==> config.mk <==
export PLATFORM = sky130hd
export DESIGN_NAME = hmcs_sequencer
export DESIGN_NICKNAME = d
export VERILOG_FILES = /design/src/rtl/hmcs_pkg.sv /design/src/rtl/hmcs_sequencer.sv
export VERILOG_INCLUDE_DIRS = /design/src /design/src/rtl
export SDC_FILE = /design/constraint.sdc
export NUM_CORES = 1
export LEC_CHECK = 0
export ABC_CLOCK_PERIOD_IN_PS = 4360
export CAP_MARGIN = 15
export CORE_UTILIZATION = 47
export CTS_BUF_LIST = sky130_fd_sc_hd__clkbuf_2 sky130_fd_sc_hd__clkbuf_4 sky130_fd_sc_hd__clkbuf_8
export CTS_CLUSTER_DIAMETER = 60
export DETAILED_ROUTE_END_ITERATION = 8
export DONT_BUFFER_PORTS = 1
export GPL_ROUTABILITY_DRIVEN = 0
export GPL_TIMING_DRIVEN = 0
export PLACE_DENSITY_LB_ADDON = 0.12
export SLEW_MARGIN = 20
export SYNTH_ARGS = -nofsm -noshare
export SYNTH_HDL_FRONTEND = slang
export SYNTH_SLANG_ARGS = --single-unit
==> constraint.sdc <==
create_clock -name ref_clk -period 4.36 [get_ports ref_clk]
set_input_delay 0.436 -clock ref_clk [delete_from_list [all_inputs] [get_ports ref_clk]]
set_output_delay 0.436 -clock ref_clk [all_outputs]
set_load 0.02 [all_outputs]
==> src/rtl/hmcs_cfg.svh <==
// timing and encoding constants for the measurement cycle sequencer
// assumes a 100 MHz ref_clk
`ifndef HMCS_CFG_SVH
`define HMCS_CFG_SVH
`define HMCS_CLK_MHZ 100
`define HMCS_T_FULL_US 43
`define HMCS_T_SHORT_US 59
`define HMCS_CYC_FULL (`HMCS_T_FULL_US * `HMCS_CLK_MHZ)
`define HMCS_CYC_SHORT (`HMCS_T_SHORT_US * `HMCS_CLK_MHZ)
`define HMCS_CNT_W 13
`define HMCS_DATA_W 12
`define HMCS_CFG_XYZT 2'h0
`define HMCS_CFG_XYZ 2'h1
`define HMCS_CFG_XY 2'h2
`endif

==> src/rtl/hmcs_pkg.sv <==
// types for the measurement cycle sequencer
// assumes hmcs_cfg.svh is on the include path
`include "hmcs_cfg.svh"
package hmcs_pkg;
  typedef enum logic [4:0] {
    HMCS_IDLE = 5'h01,
    HMCS_CONV_X = 5'h02,
    HMCS_CONV_Y = 5'h04,
    HMCS_CONV_Z = 5'h08,
    HMCS_CONV_T = 5'h10
  } hmcs_state_e;
  typedef logic [`HMCS_DATA_W-1:0] hmcs_word_t;
  typedef struct packed {
    hmcs_word_t x;
    hmcs_word_t y;
    hmcs_word_t z;
    hmcs_word_t t;
  } hmcs_result_s;
  typedef struct packed {
    logic fastMode;
    logic shortRange;
    logic [1:0] chanCfg;
    logic tempEnable;
  } hmcs_ctrl_s;
endpackage

==> src/rtl/hmcs_sequencer.sv <==
// measurement cycle sequencer: walks the enabled channels and stores results
// assumes ctrl and the adc sample are synchronous to ref_clk; trigger is a pulse
`timescale 1ns/10ps
`include "hmcs_cfg.svh"
module hmcs_sequencer (
  input wire logic ref_clk,
  input wire logic rst_n,
  input wire logic clkEn,
  input wire hmcs_pkg::hmcs_ctrl_s ctrl,
  input wire logic trigger,
  input wire hmcs_pkg::hmcs_word_t adcSample,
  output hmcs_pkg::hmcs_result_s result,
  output logic [4:0] convActive,
  output logic resultValid,
  output logic cycleDone
);
  hmcs_pkg::hmcs_state_e state_q, state_d;
  logic [`HMCS_CNT_W-1:0] cnt_q, cnt_d;
  hmcs_pkg::hmcs_result_s res_q, res_d;
  logic valid_q, valid_d;
  logic done_q, done_d;

  // temperature is on unless the channel config or the enable drops it
  function automatic logic doTemp(input hmcs_pkg::hmcs_ctrl_s c);
    doTemp = (c.chanCfg == `HMCS_CFG_XYZT) && c.tempEnable;
  endfunction

  function automatic logic [`HMCS_CNT_W-1:0] convLen(input logic isAxis,
                                                    input hmcs_pkg::hmcs_ctrl_s c);
    if (isAxis && c.shortRange) begin
      convLen = `HMCS_CNT_W'(`HMCS_CYC_SHORT - 1);
    end else begin
      convLen = `HMCS_CNT_W'(`HMCS_CYC_FULL - 1);
    end
  endfunction

  logic convEnd;
  assign convEnd = (state_q != hmcs_pkg::HMCS_IDLE) && (cnt_q == '0);

  always_comb begin
    state_d = state_q;
    cnt_d = cnt_q;
    res_d = res_q;
    valid_d = 1'b0;
    done_d = 1'b0;
    if (state_q != hmcs_pkg::HMCS_IDLE && cnt_q != '0) begin
      cnt_d = cnt_q - `HMCS_CNT_W'(1);
    end
    case (state_q)
      hmcs_pkg::HMCS_IDLE: begin
        // ctrl is sampled again at every channel start, so a change mid-cycle can mix ranges within one cycle
        if (ctrl.fastMode || trigger) begin
          state_d = hmcs_pkg::HMCS_CONV_X;
          cnt_d = convLen(1'b1, ctrl);
        end
      end
      hmcs_pkg::HMCS_CONV_X: begin
        if (convEnd) begin
          res_d.x = adcSample;
          valid_d = 1'b1;
          state_d = hmcs_pkg::HMCS_CONV_Y;
          cnt_d = convLen(1'b1, ctrl);
        end
      end
      hmcs_pkg::HMCS_CONV_Y: begin
        if (convEnd) begin
          res_d.y = adcSample;
          valid_d = 1'b1;
          if (ctrl.chanCfg == `HMCS_CFG_XY) begin
            state_d = hmcs_pkg::HMCS_IDLE;
            done_d = 1'b1;
          end else begin
            state_d = hmcs_pkg::HMCS_CONV_Z;
            cnt_d = convLen(1'b1, ctrl);
          end
        end
      end
      hmcs_pkg::HMCS_CONV_Z: begin
        if (convEnd) begin
          res_d.z = adcSample;
          valid_d = 1'b1;
          if (doTemp(ctrl)) begin
            state_d = hmcs_pkg::HMCS_CONV_T;
            cnt_d = convLen(1'b0, ctrl);
          end else begin
            state_d = hmcs_pkg::HMCS_IDLE;
            done_d = 1'b1;
          end
        end
      end
      hmcs_pkg::HMCS_CONV_T: begin
        if (convEnd) begin
          res_d.t = adcSample;
          valid_d = 1'b1;
          state_d = hmcs_pkg::HMCS_IDLE;
          done_d = 1'b1;
        end
      end
      default: begin
        state_d = hmcs_pkg::HMCS_IDLE;
        cnt_d = '0;
      end
    endcase
  end

  always_ff @(posedge ref_clk or negedge rst_n) begin
    if (!rst_n) begin
      state_q <= hmcs_pkg::HMCS_IDLE;
      cnt_q <= '0;
      res_q <= '0;
      valid_q <= 1'b0;
      done_q <= 1'b0;
    end else if (clkEn) begin
      state_q <= state_d;
      cnt_q <= cnt_d;
      res_q <= res_d;
      valid_q <= valid_d;
      done_q <= done_d;
    end
  end

  assign result = res_q;
  assign convActive = state_q;
  assign resultValid = valid_q;
  assign cycleDone = done_q;

  // checks
  a_fast_restart: assert property (@(posedge ref_clk) disable iff (!rst_n)
    clkEn && done_q && ctrl.fastMode |-> ##1 state_q == hmcs_pkg::HMCS_CONV_X || !$past(clkEn))
    else $error("fast mode did not restart");
  a_idle_no_trig: assert property (@(posedge ref_clk) disable iff (!rst_n)
    state_q == hmcs_pkg::HMCS_IDLE && !ctrl.fastMode && !trigger |=>
    state_q == hmcs_pkg::HMCS_IDLE)
    else $error("cycle started without trigger");
  a_trig_start: assert property (@(posedge ref_clk) disable iff (!rst_n)
    clkEn && state_q == hmcs_pkg::HMCS_IDLE && trigger |=> state_q == hmcs_pkg::HMCS_CONV_X)
    else $error("trigger ignored");
  a_x_length: assert property (@(posedge ref_clk) disable iff (!rst_n)
    clkEn && state_q == hmcs_pkg::HMCS_IDLE && trigger && !ctrl.shortRange |=>
    cnt_q == `HMCS_CNT_W'(`HMCS_CYC_FULL - 1))
    else $error("full range length wrong");
  a_short_length: assert property (@(posedge ref_clk) disable iff (!rst_n)
    clkEn && state_q == hmcs_pkg::HMCS_IDLE && trigger && ctrl.shortRange |=>
    cnt_q == `HMCS_CNT_W'(`HMCS_CYC_SHORT - 1))
    else $error("short range length wrong");
  a_t_end: assert property (@(posedge ref_clk) disable iff (!rst_n)
    clkEn && convEnd && state_q == hmcs_pkg::HMCS_CONV_T |=>
    done_q && state_q == hmcs_pkg::HMCS_IDLE)
    else $error("cycle did not end after temperature");
  a_z_skip_t: assert property (@(posedge ref_clk) disable iff (!rst_n)
    clkEn && convEnd && state_q == hmcs_pkg::HMCS_CONV_Z && ctrl.chanCfg == `HMCS_CFG_XYZ |=>
    done_q && $stable(res_q.t))
    else $error("three channel cycle wrong");
  a_xy_end: assert property (@(posedge ref_clk) disable iff (!rst_n)
    clkEn && convEnd && state_q == hmcs_pkg::HMCS_CONV_Y && ctrl.chanCfg == `HMCS_CFG_XY |=>
    done_q && $stable(res_q.z) && $stable(res_q.t))
    else $error("angular cycle wrong");
  a_x_update: assert property (@(posedge ref_clk) disable iff (!rst_n)
    clkEn && convEnd && state_q == hmcs_pkg::HMCS_CONV_X |=>
    res_q.x == $past(adcSample) && state_q == hmcs_pkg::HMCS_CONV_Y)
    else $error("x result or order wrong");

  // remaining channels, their order and the temperature switch
  a_y_update: assert property (@(posedge ref_clk) disable iff (!rst_n)
    clkEn && convEnd && state_q == hmcs_pkg::HMCS_CONV_Y |=> res_q.y == $past(adcSample))
    else $error("y result wrong");
  a_z_update: assert property (@(posedge ref_clk) disable iff (!rst_n)
    clkEn && convEnd && state_q == hmcs_pkg::HMCS_CONV_Z |=> res_q.z == $past(adcSample))
    else $error("z result wrong");
  a_t_update: assert property (@(posedge ref_clk) disable iff (!rst_n)
    clkEn && convEnd && state_q == hmcs_pkg::HMCS_CONV_T |=> res_q.t == $past(adcSample))
    else $error("temperature result wrong");
  a_y_to_z: assert property (@(posedge ref_clk) disable iff (!rst_n)
    clkEn && convEnd && state_q == hmcs_pkg::HMCS_CONV_Y && ctrl.chanCfg != `HMCS_CFG_XY |=>
    state_q == hmcs_pkg::HMCS_CONV_Z)
    else $error("z did not follow y");
  a_z_to_t: assert property (@(posedge ref_clk) disable iff (!rst_n)
    clkEn && convEnd && state_q == hmcs_pkg::HMCS_CONV_Z && ctrl.chanCfg == `HMCS_CFG_XYZT &&
    ctrl.tempEnable |=> state_q == hmcs_pkg::HMCS_CONV_T)
    else $error("temperature not converted");
  a_temp_length: assert property (@(posedge ref_clk) disable iff (!rst_n)
    clkEn && convEnd && state_q == hmcs_pkg::HMCS_CONV_Z && ctrl.chanCfg == `HMCS_CFG_XYZT &&
    ctrl.tempEnable |=> cnt_q == `HMCS_CNT_W'(`HMCS_CYC_FULL - 1))
    else $error("temperature length wrong");
  a_temp_off: assert property (@(posedge ref_clk) disable iff (!rst_n)
    clkEn && convEnd && state_q == hmcs_pkg::HMCS_CONV_Z && !ctrl.tempEnable |=>
    done_q && state_q == hmcs_pkg::HMCS_IDLE && $stable(res_q.t))
    else $error("disabled temperature converted");
  a_busy_hold: assert property (@(posedge ref_clk) disable iff (!rst_n)
    clkEn && state_q == hmcs_pkg::HMCS_CONV_X && !convEnd |=> state_q == hmcs_pkg::HMCS_CONV_X)
    else $error("conversion cut short");
  a_done_idle: assert property (@(posedge ref_clk) disable iff (!rst_n)
    done_q |-> state_q == hmcs_pkg::HMCS_IDLE)
    else $error("cycle end pulse outside idle");
  // a paused cycle must not run short, so every counter holds while clkEn is low
  a_frozen: assert property (@(posedge ref_clk) disable iff (!rst_n)
    !clkEn |=> $stable(state_q) && $stable(cnt_q) && $stable(res_q))
    else $error("state moved while frozen");

  // main scenarios
  c_full_cycle: cover property (@(posedge ref_clk) disable iff (!rst_n)
    state_q == hmcs_pkg::HMCS_CONV_T && convEnd);
  c_three_cycle: cover property (@(posedge ref_clk) disable iff (!rst_n)
    done_q && ctrl.chanCfg == `HMCS_CFG_XYZ);
  c_xy_cycle: cover property (@(posedge ref_clk) disable iff (!rst_n)
    done_q && ctrl.chanCfg == `HMCS_CFG_XY);
  c_fast_back: cover property (@(posedge ref_clk) disable iff (!rst_n)
    done_q && ctrl.fastMode ##1 state_q == hmcs_pkg::HMCS_CONV_X);
  c_frozen: cover property (@(posedge ref_clk) disable iff (!rst_n)
    !clkEn && state_q != hmcs_pkg::HMCS_IDLE);
endmodule

==> metrics.md, run 1 <==
| Metric | Value |
|---|---|
| Outcome | `finished, final reports clean` |
| Vias in the first global route | `2621` |
| WP data arrival | `between 3000 and 4000 ps` |
| DP Wirelength | `6.16 mm` |
| Max Cap Viol | `0` |
| Number of I/O pins | `76` |
| Detail Route Antenna Nets | `0` |
| Nets@finish | `359` |
| Final Hold Fails | `0` |
| Top cell by count, worst path | `buf_2` |
| CP top delay family | `buffers and inverters` |
| RSZ-0062 raised after global routing | `no` |
| # clock sinks | `68` |
| Root Buffer | `clkbuf_8` |
| Vias per cell | `roughly 6` |
| Asr flop ratio synth | `1.00` |
| Clock latency on the worst-skew pair | `about 350 ps` |
| Chip height | `roughly 90 um` |
| Placed Cells | `422` |
| Number of port buffers | `0` |
| Register area share after synthesis | `0.466` |
| Final std cell area, no fill | `about 4000 um^2` |
| Row count | `31` |
| Multi-input logic area | `1810 um^2` |
| CP peak stage delay | `600 ps` |
| Register area | `1700 um^2` |
| Yosys cell types | `between 60 and 70` |
| Slew HR | `0.415` |
| Register bit total from synthesis | `68` |
| Layout cells sized above 1 | `0.270` |
| # DRC | `0` |
| Startpoint types | `flip-flop` |
| Slowest CP cell | `dfstp_2` |
| Max Slew Vio Count | `0` |
| Post-synth top flop | `dfrtp_1` |
| Dpl cell area | `3780 um^2` |
| WP buf/inv | `4` |
| Final setup viols | `0` |
| Power per cell area | `647 nW/um^2` |
| Setup CP Type | `reg2reg` |
| Chip width | `between 90 and 100 um` |
| Post-synthesis cell area | `between 3000 and 4000 um^2` |
| GRT overflow | `0` |
| Full die area | `8130 um^2` |
| Fmax achieved | `342 MHz` |
| Maximum vdd drop | `0.000312 V` |
| Crit. End Element | `flip-flop` |
| CTS max path bufs | `2` |
| Worst Hold Class | `in2reg` |
| EDFF count, synth | `0` |
| Leakage | `about 1.9 nW` |
| Fillers | `668` |
| Initial Util | `0.496` |
| Most frequent cells in the layout | `dfrtp_1, mux2_2, mux2_4, nand2_1, nor2_1` |
| Final std cells w/o fill | `440` |
| Worst slew pin tran | `875 ps` |
| CTS resizes | `0` |
| Initial antenna violation count | `0` |
| Worst Path Max Fanout | `10` |
| Largest net degree at the start of global routing | `69` |
| Syn Area/Cell | `approximately 11 um^2` |
| Req. time, crit path | `about 4600 ps` |
| Worst path cell trace | `buf_2 -> nand2b_1 -> nand2b_1 -> buf_2 -> o21ai_0 -> o21bai_2 -> or2_1 -> buf_2 -> buf_6 -> mux2_4` |
| Fin crit share | `0.670` |
| Clock skew | `around 12 ps` |
| Commonest non-fill, non-tap cell in the layout | `dfrtp_1` |
| DR vias | `2604` |
| TritonCTS Buffers | `9` |
| Fin Setup TNS | `0 ps` |
| Post-Route WL | `8.53 mm` |
| CTS clk-pin slew, worst paths | `70 ps` |
| Synthesized net count | `346` |
| Total Routing Usage GR | `0.226` |
| DR WL/cell | `between 15 and 20 um` |
| Synthesis Warnings | `0` |
| Starting DRT DRC Count | `between 150 and 200` |
| Global-route wire length before repair | `14.2 mm` |
| H-tree level count | `3` |
| Pre-antenna DRT Iters | `4` |
| Cells after Synth | `323` |
| Core box area | `7370 um^2` |
| Minimum clock period | `2920 ps` |
| Ant diodes | `0` |
| CTS tree | `yes` |
| Layout area overhead | `10.5%` |
==> layer usage <==
metal | vias to the layer above | routed length, um | track usage
li1 | 1230 | - | -
met5 | - | 0 | 0
met4 | 0 | 131 | 0.0847
met2 | 71 | 3890 | 0.347
met1 | 1289 | 3960 | 0.305
met3 | 14 | 551 | 0.0635
==> flip-flops by register name, summed over array words and instances, names as in the netlist <==
register and count:
resultValid 1, result 48, convActive 5, cycleDone 1
cnt_q 13
==> area by class of cell <==
cell class                      count  share of cell area
Clock buffer                        9              0.0307
Multi-Input combinational cell    229               0.448
Sequential cell                    68               0.422
Tap cell                           99              0.0307
Buffer                             20              0.0291
Clock inverter                      7              0.0245
Inverter                            6             0.00558
Timing Repair Buffer                2             0.00930
==> synth_stat cells, drive strengths merged, types with 3 or more instances <==
library cell,instances,area share
a21oi,14,0.019
a31oi,8,0.018
a41oi,3,0.0072
and3,3,0.0051
buf,14,0.026
clkbuf,6,0.0062
dfrtp,67,0.46
inv,5,0.0051
mux2,50,0.17
nand2,18,0.018
nand2b,6,0.010
nand3,15,0.022
nor2,18,0.023
nor2b,3,0.0051
nor3,7,0.0096
nor4,5,0.017
o211ai,7,0.014
o21ai,15,0.021
o21bai,4,0.0092
or2,3,0.0051
or3,7,0.013
xnor2,3,0.0072
xor2,3,0.0072
==> worst paths after layout <==
check / from / cells past startpoint / slack [ps] / to
worst max register to register: convActive[0] / 10 / 1440 / result[42]
worst min register to register: cnt_q[11] / 1 / 550 / cnt_q[11]
max in group asynchronous: rst_n / 2 / 3390 / convActive[0]
worst min-delay path: ctrl[2] / 1 / 180 / convActive[4]
min in group asynchronous: rst_n / 2 / 620 / cnt_q[8]
worst max-delay path: convActive[0] / 10 / 1440 / result[42]
==> where the power goes <==
| group | switching (W) | leakage [nW] | internal [W] | total, W |
|---|---|---|---|---|
| clock | 0.000255 | 0.110 | 0.000326 | 0.000581 |
| sequential | 0.000264 | 0.895 | 0.000775 | 0.00104 |
| combinational | 0.000557 | 0.859 | 0.000433 | 0.000990 |
==> logic make-up after synthesis <==
family          Yosys count  share of synthesized area
mux                      51                      0.176
fa+ha+maj                 2                    0.00685
buf+inv                  26                     0.0384
compound gates           73                      0.141
flops                    68                      0.466
xor+xnor                  6                     0.0144
simple gates             97                      0.157
==> through the flow <==
stage / power (W) / hold WS (ps) / utilization / worst slack [ps]
after floorplan: 0.00179 / 140 / - / 1890
after global placement: 0.00200 / 143 / 0.512 / 1490
after detailed placement: 0.00201 / 144 / 0.512 / 1490
after CTS: 0.00262 / 165 / 0.548 / 1450
after global routing: 0.00277 / 174 / 0.548 / 1320
final: 0.00261 / 177 / 0.548 / 1440
==> what timing repair did <==
| action | 4_1_cts | 5_1_grt |
|---|---|---|
| hold buffers | 2 | 0 |
| buffers inserted | 0 | 0 |
| hold endpoints to repair | 68 | 0 |
Note: power is estimated with default switching activity, not from simulation.
==> run 2: changes to the inputs <==
--- a/config.mk
+++ b/config.mk
@@ -6,7 +6,7 @@
 export SDC_FILE = /design/constraint.sdc
 export NUM_CORES = 1
 export LEC_CHECK = 0
-export ABC_CLOCK_PERIOD_IN_PS = 4360
+export ABC_CLOCK_PERIOD_IN_PS = 2500
 export CAP_MARGIN = 15
 export CORE_UTILIZATION = 47
 export CTS_BUF_LIST = sky130_fd_sc_hd__clkbuf_2 sky130_fd_sc_hd__clkbuf_4 sky130_fd_sc_hd__clkbuf_8
==> constraint.sdc (replaced) <==
create_clock -name ref_clk -period 2.5 [get_ports ref_clk]
set_input_delay 0.25 -clock ref_clk [delete_from_list [all_inputs] [get_ports ref_clk]]
set_output_delay 0.25 -clock ref_clk [all_outputs]
set_load 0.02 [all_outputs]
==> run 2 against run 1 <==
Effect of this change: sequential power rose by 78%; design area rose by 5.6%; global-route usage rose by 0.26 points; power rose by 87%; critical path depth did not move; combinational power rose by 100%; clock power rose by 76%; worst setup slack got worse by 1400 ps; first-iteration DRC count rose by 21%; sequential share of layout area fell by 2.1 points; utilization rose by 3.1 points; die area did not move; critical endpoint unchanged; largest power group is now combinational logic.
==> metrics.md, run 2 (synthesized netlist as in run 1, its figures left out) <==
| Metric | Value |
|---|---|
| Outcome | `finished, final reports clean` |
| Post-Route WL | `9.03 mm` |
| Core box area | `7370 um^2` |
| Fmax achieved | `between 400 and 500 MHz` |
| Startpoint types | `flip-flop` |
| Top cell by count, worst path | `clkbuf_4` |
| Chip width | `90.2 um` |
| Worst reg-to-reg path cell count | `10` |
| Full die area | `8130 um^2` |
| Worst path cell trace | `buf_6 -> nand2b_2 -> nand2b_1 -> clkbuf_4 -> o21ai_4 -> o21bai_4 -> or2_1 -> clkbuf_4 -> buf_12 -> mux2_4` |
| Minimum clock period | `2440 ps` |
| Pint | `~0.0029 W` |
| Root Buffer | `clkbuf_8` |
| Maximum vdd drop | `0.000633 V` |
| Most frequent cells in the layout | `dfrtp_1, mux2_2, mux2_4, nand2_1` |
| Hold wc startpoint | `adcSample[3]` |
| Worst setup slack after layout | `58.0 ps` |
| Row count | `31` |
| Worst R2R Setup Slack | `60 ps` |
| Ant diodes | `0` |
| Slowest CP cell | `dfstp_2` |
| Net Sw Frac | `0.406` |
| Power per cell area | `1140 nW/um^2` |
| Clock skew | `10.5 ps` |
| Fin crit share | `0.977` |
| Max Slew Vio Count | `0` |
| Pre-antenna DRT Iters | `5` |
| Worst Hold Class | `in2reg` |
| WHS Path Cells | `1` |
| CP peak stage delay | `610 ps` |
| Vias in the first global route | `2681` |
| Final Hold Fails | `0` |
| Comb pwr share | `0.412` |
| Global-route wire length before repair | `~14 mm` |
| Pre-CTS WS | `-368 ps` |
| Max Cap Viol | `0` |
| Util after Layout | `0.578` |
| TritonCTS Buffers | `9` |
| Reg-to-Reg End | `result[42]` |
| Nets@finish | `375` |
| Max reg flops | `48` |
| CTS clk-pin slew, worst paths | `80 ps` |
| WP buf/inv | `4` |
| Layout cells sized above 1 | `0.347` |
| Power share of the sequential group | `0.379` |
| DP Wirelength | `6.16 mm` |
| Leakage | `between 1.5 and 2 nW` |
| Slew HR | `0.612` |
| Number of I/O pins | `76` |
| Req. time, crit path | `2730 ps` |
| P_sw | `0.00198 W` |
| # DRC | `0` |
| Worst slew pin tran | `574 ps` |
| CTS max path bufs | `2` |
| GRT overflow | `0` |
| Setup CP Type | `reg2reg` |
| Power Total | `between 0.004 and 0.005 W` |
| Worst Path Max Fanout | `10` |
| Crit. End Element | `flip-flop` |
| Number of port buffers | `0` |
| Largest net degree at the start of global routing | `69` |
| Commonest non-fill, non-tap cell in the layout | `dfrtp_1` |
| WP data arrival | `roughly 2700 ps` |
| CTS tree | `yes` |
| Total Routing Usage GR | `0.229` |
| DR vias | `2688` |
| H-tree level count | `3` |
| Initial Util | `0.496` |
| Detail Route Antenna Nets | `0` |
| Fillers | `650` |
| Clock latency on the worst-skew pair | `350 ps` |
| Clock share of power | `0.209` |
| Initial antenna violation count | `0` |
| Starting DRT DRC Count | `~180` |
| Origin of the critical flop-to-flop path | `convActive[0]` |
| Chip height | `90.2 um` |
| Final setup viols | `0` |
| Vias per cell | `5.89` |
| Worst Hold End | `result[39]` |
| Layout area overhead | `16.7%` |
| CP top delay family | `buffers and inverters` |
| RSZ-0062 raised after global routing | `yes` |
| DR WL/cell | `19.8 um` |
| # clock sinks | `68` |
-- run 2: cell count changes in the layout (fill, tap and decap cells not counted), moves of 4 or more --
cell,before,now
buf_4,0,16
buf_2,10,6
dfrtp_1,67,63
dfrtp_2,0,4
-- run 2: power groups by stage --
stage,sequential [W],clock (W),combinational [W]
final,0.00185,0.00102,0.00201
after global routing,0.00189,0.00108,0.00219
after CTS,0.00182,0.00104,0.00188
after detailed placement,0.00183,0,0.00168
after global placement,0.00182,0,0.00166
after floorplan,0.00176,0,0.00137
-- run 2: worst max-delay path by stage --
| stage | from | to | cells past startpoint |
|---|---|---|---|
| finish | convActive[0] | result[42] | 10 |
| global route | cnt_q[1] | cnt_q[10] | 9 |
| CTS | convActive[0] | cnt_q[10] | 9 |
| detailed placement | convActive[0] | result[42] | 10 |
| global placement | convActive[0] | result[47] | 10 |
| floorplan | convActive[0] | result[39] | 10 |
-- run 2: routing by layer --
metal / global-route usage / vias to the layer above / part of all wire
met5: 0 / - / 0
met4: 0.0954 / 0 / 0.017
met3: 0.0668 / 14 / 0.068
met2: 0.346 / 95 / 0.47
met1: 0.307 / 1318 / 0.45
li1: - / 1261 / -
-- run 2: per-stage QoR --
step                      cell area, um^2  setup TNS, ps  hold slack, ps  cells
after floorplan                      3650              0           -45.6    323
after global placement               3780          -5380           -42.6    422
after detailed placement             3780          -5450           -41.7    422
after CTS                            4160              0            30.8    449
after global routing                 4260           -217            25.8    456
final                                4260              0            39.0    456
-- run 2: worst reg2reg max path: cells and delay by family (launching register included) --
kind	cells	cell delay, ps
flops	1	610
buf+inv	4	670
simple gates	3	400
compound gates	2	340
mux	1	320
-- run 2: final cells by class --
cell class	count	area, um^2	area share
Buffer	18	133	0.0311
Clock buffer	9	124	0.0291
Clock inverter	7	98.8	0.0232
Inverter	6	22.5	0.00528
Multi-Input combinational cell	230	1880	0.441
Sequential cell	68	1710	0.401
Tap cell	99	124	0.0291
Timing Repair Buffer	19	171	0.0402
-- run 2: repair_timing --
action,in CTS,in global routing
pin swaps,6,10
setup endpoints to repair,44,46
cloned,0,1
hold buffers,3,0
gates resized for setup,18,15
endpoints found under the hold margin,69,0
setup buffers,9,7
==> run 3: changes to the inputs <==
==> constraint.sdc (replaced) <==
create_clock -name ref_clk -period 2.5 [get_ports ref_clk]
set_input_delay 0.125 -clock ref_clk [delete_from_list [all_inputs] [get_ports ref_clk]]
set_output_delay 0.125 -clock ref_clk [all_outputs]
set_load 0.02 [all_outputs]
==> run 3 against run 2 <==
Effect of this change: design area grew 3.1%; critical path depth shrank 1; sequential share of layout area shrank 1.2 points; count of clock-buffer cells in the layout is the same; sequential power is essentially flat; clock power is essentially flat; worst setup slack lost 5.8 ps; routed wire length grew 0.70%; final cell count grew 2.9%; largest power group unchanged; die area is the same; critical path type unchanged; register-to-register slack is essentially flat; maximum frequency shrank 0.24%.
==> metrics.md, run 3 (synthesized netlist as in run 1, its figures left out) <==
| Metric | Value |
|---|---|
| Outcome | `finished, final reports clean` |
| Final std cell area, no fill | `4390 um^2` |
| Clock skew | `11.1 ps` |
| Vias in the first global route | `2737` |
| GRT overflow | `0` |
| Commonest non-fill, non-tap cell in the layout | `dfrtp_1` |
| Fillers | `about 640` |
| Hold Slack | `25.3 ps` |
| Ant diodes | `0` |
| # DRC | `0` |
| Final Hold Fails | `0` |
| Global-route wire length before repair | `14.6 mm` |
| Chip height | `90.2 um` |
| Register area | `1710 um^2` |
| Max reg flops | `48` |
| Post-Route WL | `between 9 and 10 mm` |
| WP data arrival | `2670 ps` |
| Max Slew Vio Count | `0` |
| Maximum vdd drop | `around 0.00063 V` |
| Starting DRT DRC Count | `148` |
| Req. time, crit path | `2720 ps` |
| Startpoint types | `flip-flop` |
| Power per cell area | `1110 nW/um^2` |
| DR vias | `2775` |
| RSZ-0062 raised after global routing | `yes` |
| Clock latency on the worst-skew pair | `350 ps` |
| Pre-CTS WS | `-368 ps` |
| Multi-input logic area | `between 1500 and 2000 um^2` |
| Detail Route Antenna Nets | `0` |
| Max Cap Viol | `0` |
| Util after Layout | `0.596` |
| Crit. End Element | `flip-flop` |
| Most frequent cells in the layout | `dfrtp_1, mux2_2, mux2_4, nand2_1` |
| Leakage | `2.01 nW` |
| Full die area | `8130 um^2` |
| Pre-antenna DRT Iters | `7` |
| Setup CP Type | `reg2reg` |
| CTS max path bufs | `2` |
| CTS tree | `yes` |
| CTS clk-pin slew, worst paths | `80 ps` |
| Final setup viols | `0` |
| Vias per cell | `5.92` |
| DR WL/cell | `~19 um` |
| Worst Hold Class | `in2reg` |
| Number of I/O pins | `76` |
| Worst setup slack after layout | `between 50 and 60 ps` |
| Nets@finish | `388` |
| Total Routing Usage GR | `0.232` |
| Dpl cell area | `3780 um^2` |
| TritonCTS Buffers | `9` |
| Number of port buffers | `0` |
| Largest net degree at the start of global routing | `69` |
| Row count | `31` |
| Slew HR | `0.638` |
| H-tree level count | `3` |
| Placed Cells | `422` |
| Layout cells sized above 1 | `0.332` |
| Root Buffer | `clkbuf_8` |
| DP Wirelength | `6.16 mm` |
| Worst Path Max Fanout | `10` |
| Minimum clock period | `between 2000 and 2500 ps` |
| Fin crit share | `0.979` |
| Final std cells w/o fill | `469` |
| Chip width | `90.2 um` |
| Core box area | `7370 um^2` |
| # clock sinks | `68` |
| Worst slew pin tran | `536 ps` |
| Initial antenna violation count | `0` |
| Fmax achieved | `409 MHz` |
| Layout area overhead | `20.2%` |
| Initial Util | `0.496` |
## run 3: changes by cell type in the layout (fill, tap and decap cells not counted), sizes merged
cell / delta
dlygate4sd3: +14
clkbuf: -1
## run 3: power breakdown
| part | switching [W] | total (W) | internal, W |
|---|---|---|---|
| combinational | 0.00105 | 0.00202 | 0.000974 |
| clock | 0.000453 | 0.00102 | 0.000568 |
| sequential | 0.000494 | 0.00185 | 0.00136 |
| total | 0.00199 | 0.00489 | 0.00290 |
## run 3: area by class of cell
type / instances / area share
buffer: 18 / 0.0296
clock buffer: 9 / 0.0282
clock inverter: 7 / 0.0225
inverter: 6 / 0.00513
multi-input combinational: 230 / 0.428
sequential: 68 / 0.389
tap: 99 / 0.0282
timing repair buffer: 32 / 0.0692
## run 3: final timing paths
kind,start,endpoint,cells past startpoint,slack [ps]
worst max-delay path,convActive[0],cnt_q[10],9,50
worst min-delay path,ctrl[3],cnt_q[7],2,30
worst max register to register,convActive[0],cnt_q[10],9,50
worst min register to register,cnt_q[11],cnt_q[11],1,550
max in group asynchronous,rst_n,convActive[0],2,1870
min in group asynchronous,rst_n,cnt_q[9],2,310
## run 3: metrics by stage
step | total power [W] | TNS (ps)
6_report | 0.00489 | 0
5_1_grt | 0.00516 | -124
4_1_cts | 0.00477 | 0
3_5_place_dp | 0.00351 | -5450
3_3_place_gp | 0.00349 | -5380
2_1_floorplan | 0.00312 | 0
## run 3: layer usage
| metal | track usage | vias to the layer above | share of wire |
|---|---|---|---|
| met5 | 0 | - | 0 |
| met4 | 0.0995 | 0 | 0.018 |
| met3 | 0.0660 | 16 | 0.067 |
| met2 | 0.351 | 105 | 0.46 |
| met1 | 0.312 | 1367 | 0.45 |
| li1 | - | 1287 | - |
## run 3: worst max-delay path: stages (launching register included)
cell	delay [ps]
dfstp_2	610
buf_6	160
nand2b_2	110
nand2b_1	150
buf_2	190
buf_2	220
nand3_1	110
mux2i_1	210
a21oi_1	60
or4_4	490
## run 3: repair_timing
action | 4_1_cts | 5_1_grt
buffers inserted | 9 | 6
setup endpoints to repair | 44 | 46
pin swaps | 6 | 10
resized for setup | 18 | 14
hold buffers | 17 | 0
cloned | 0 | 1
hold endpoints to repair | 117 | 0
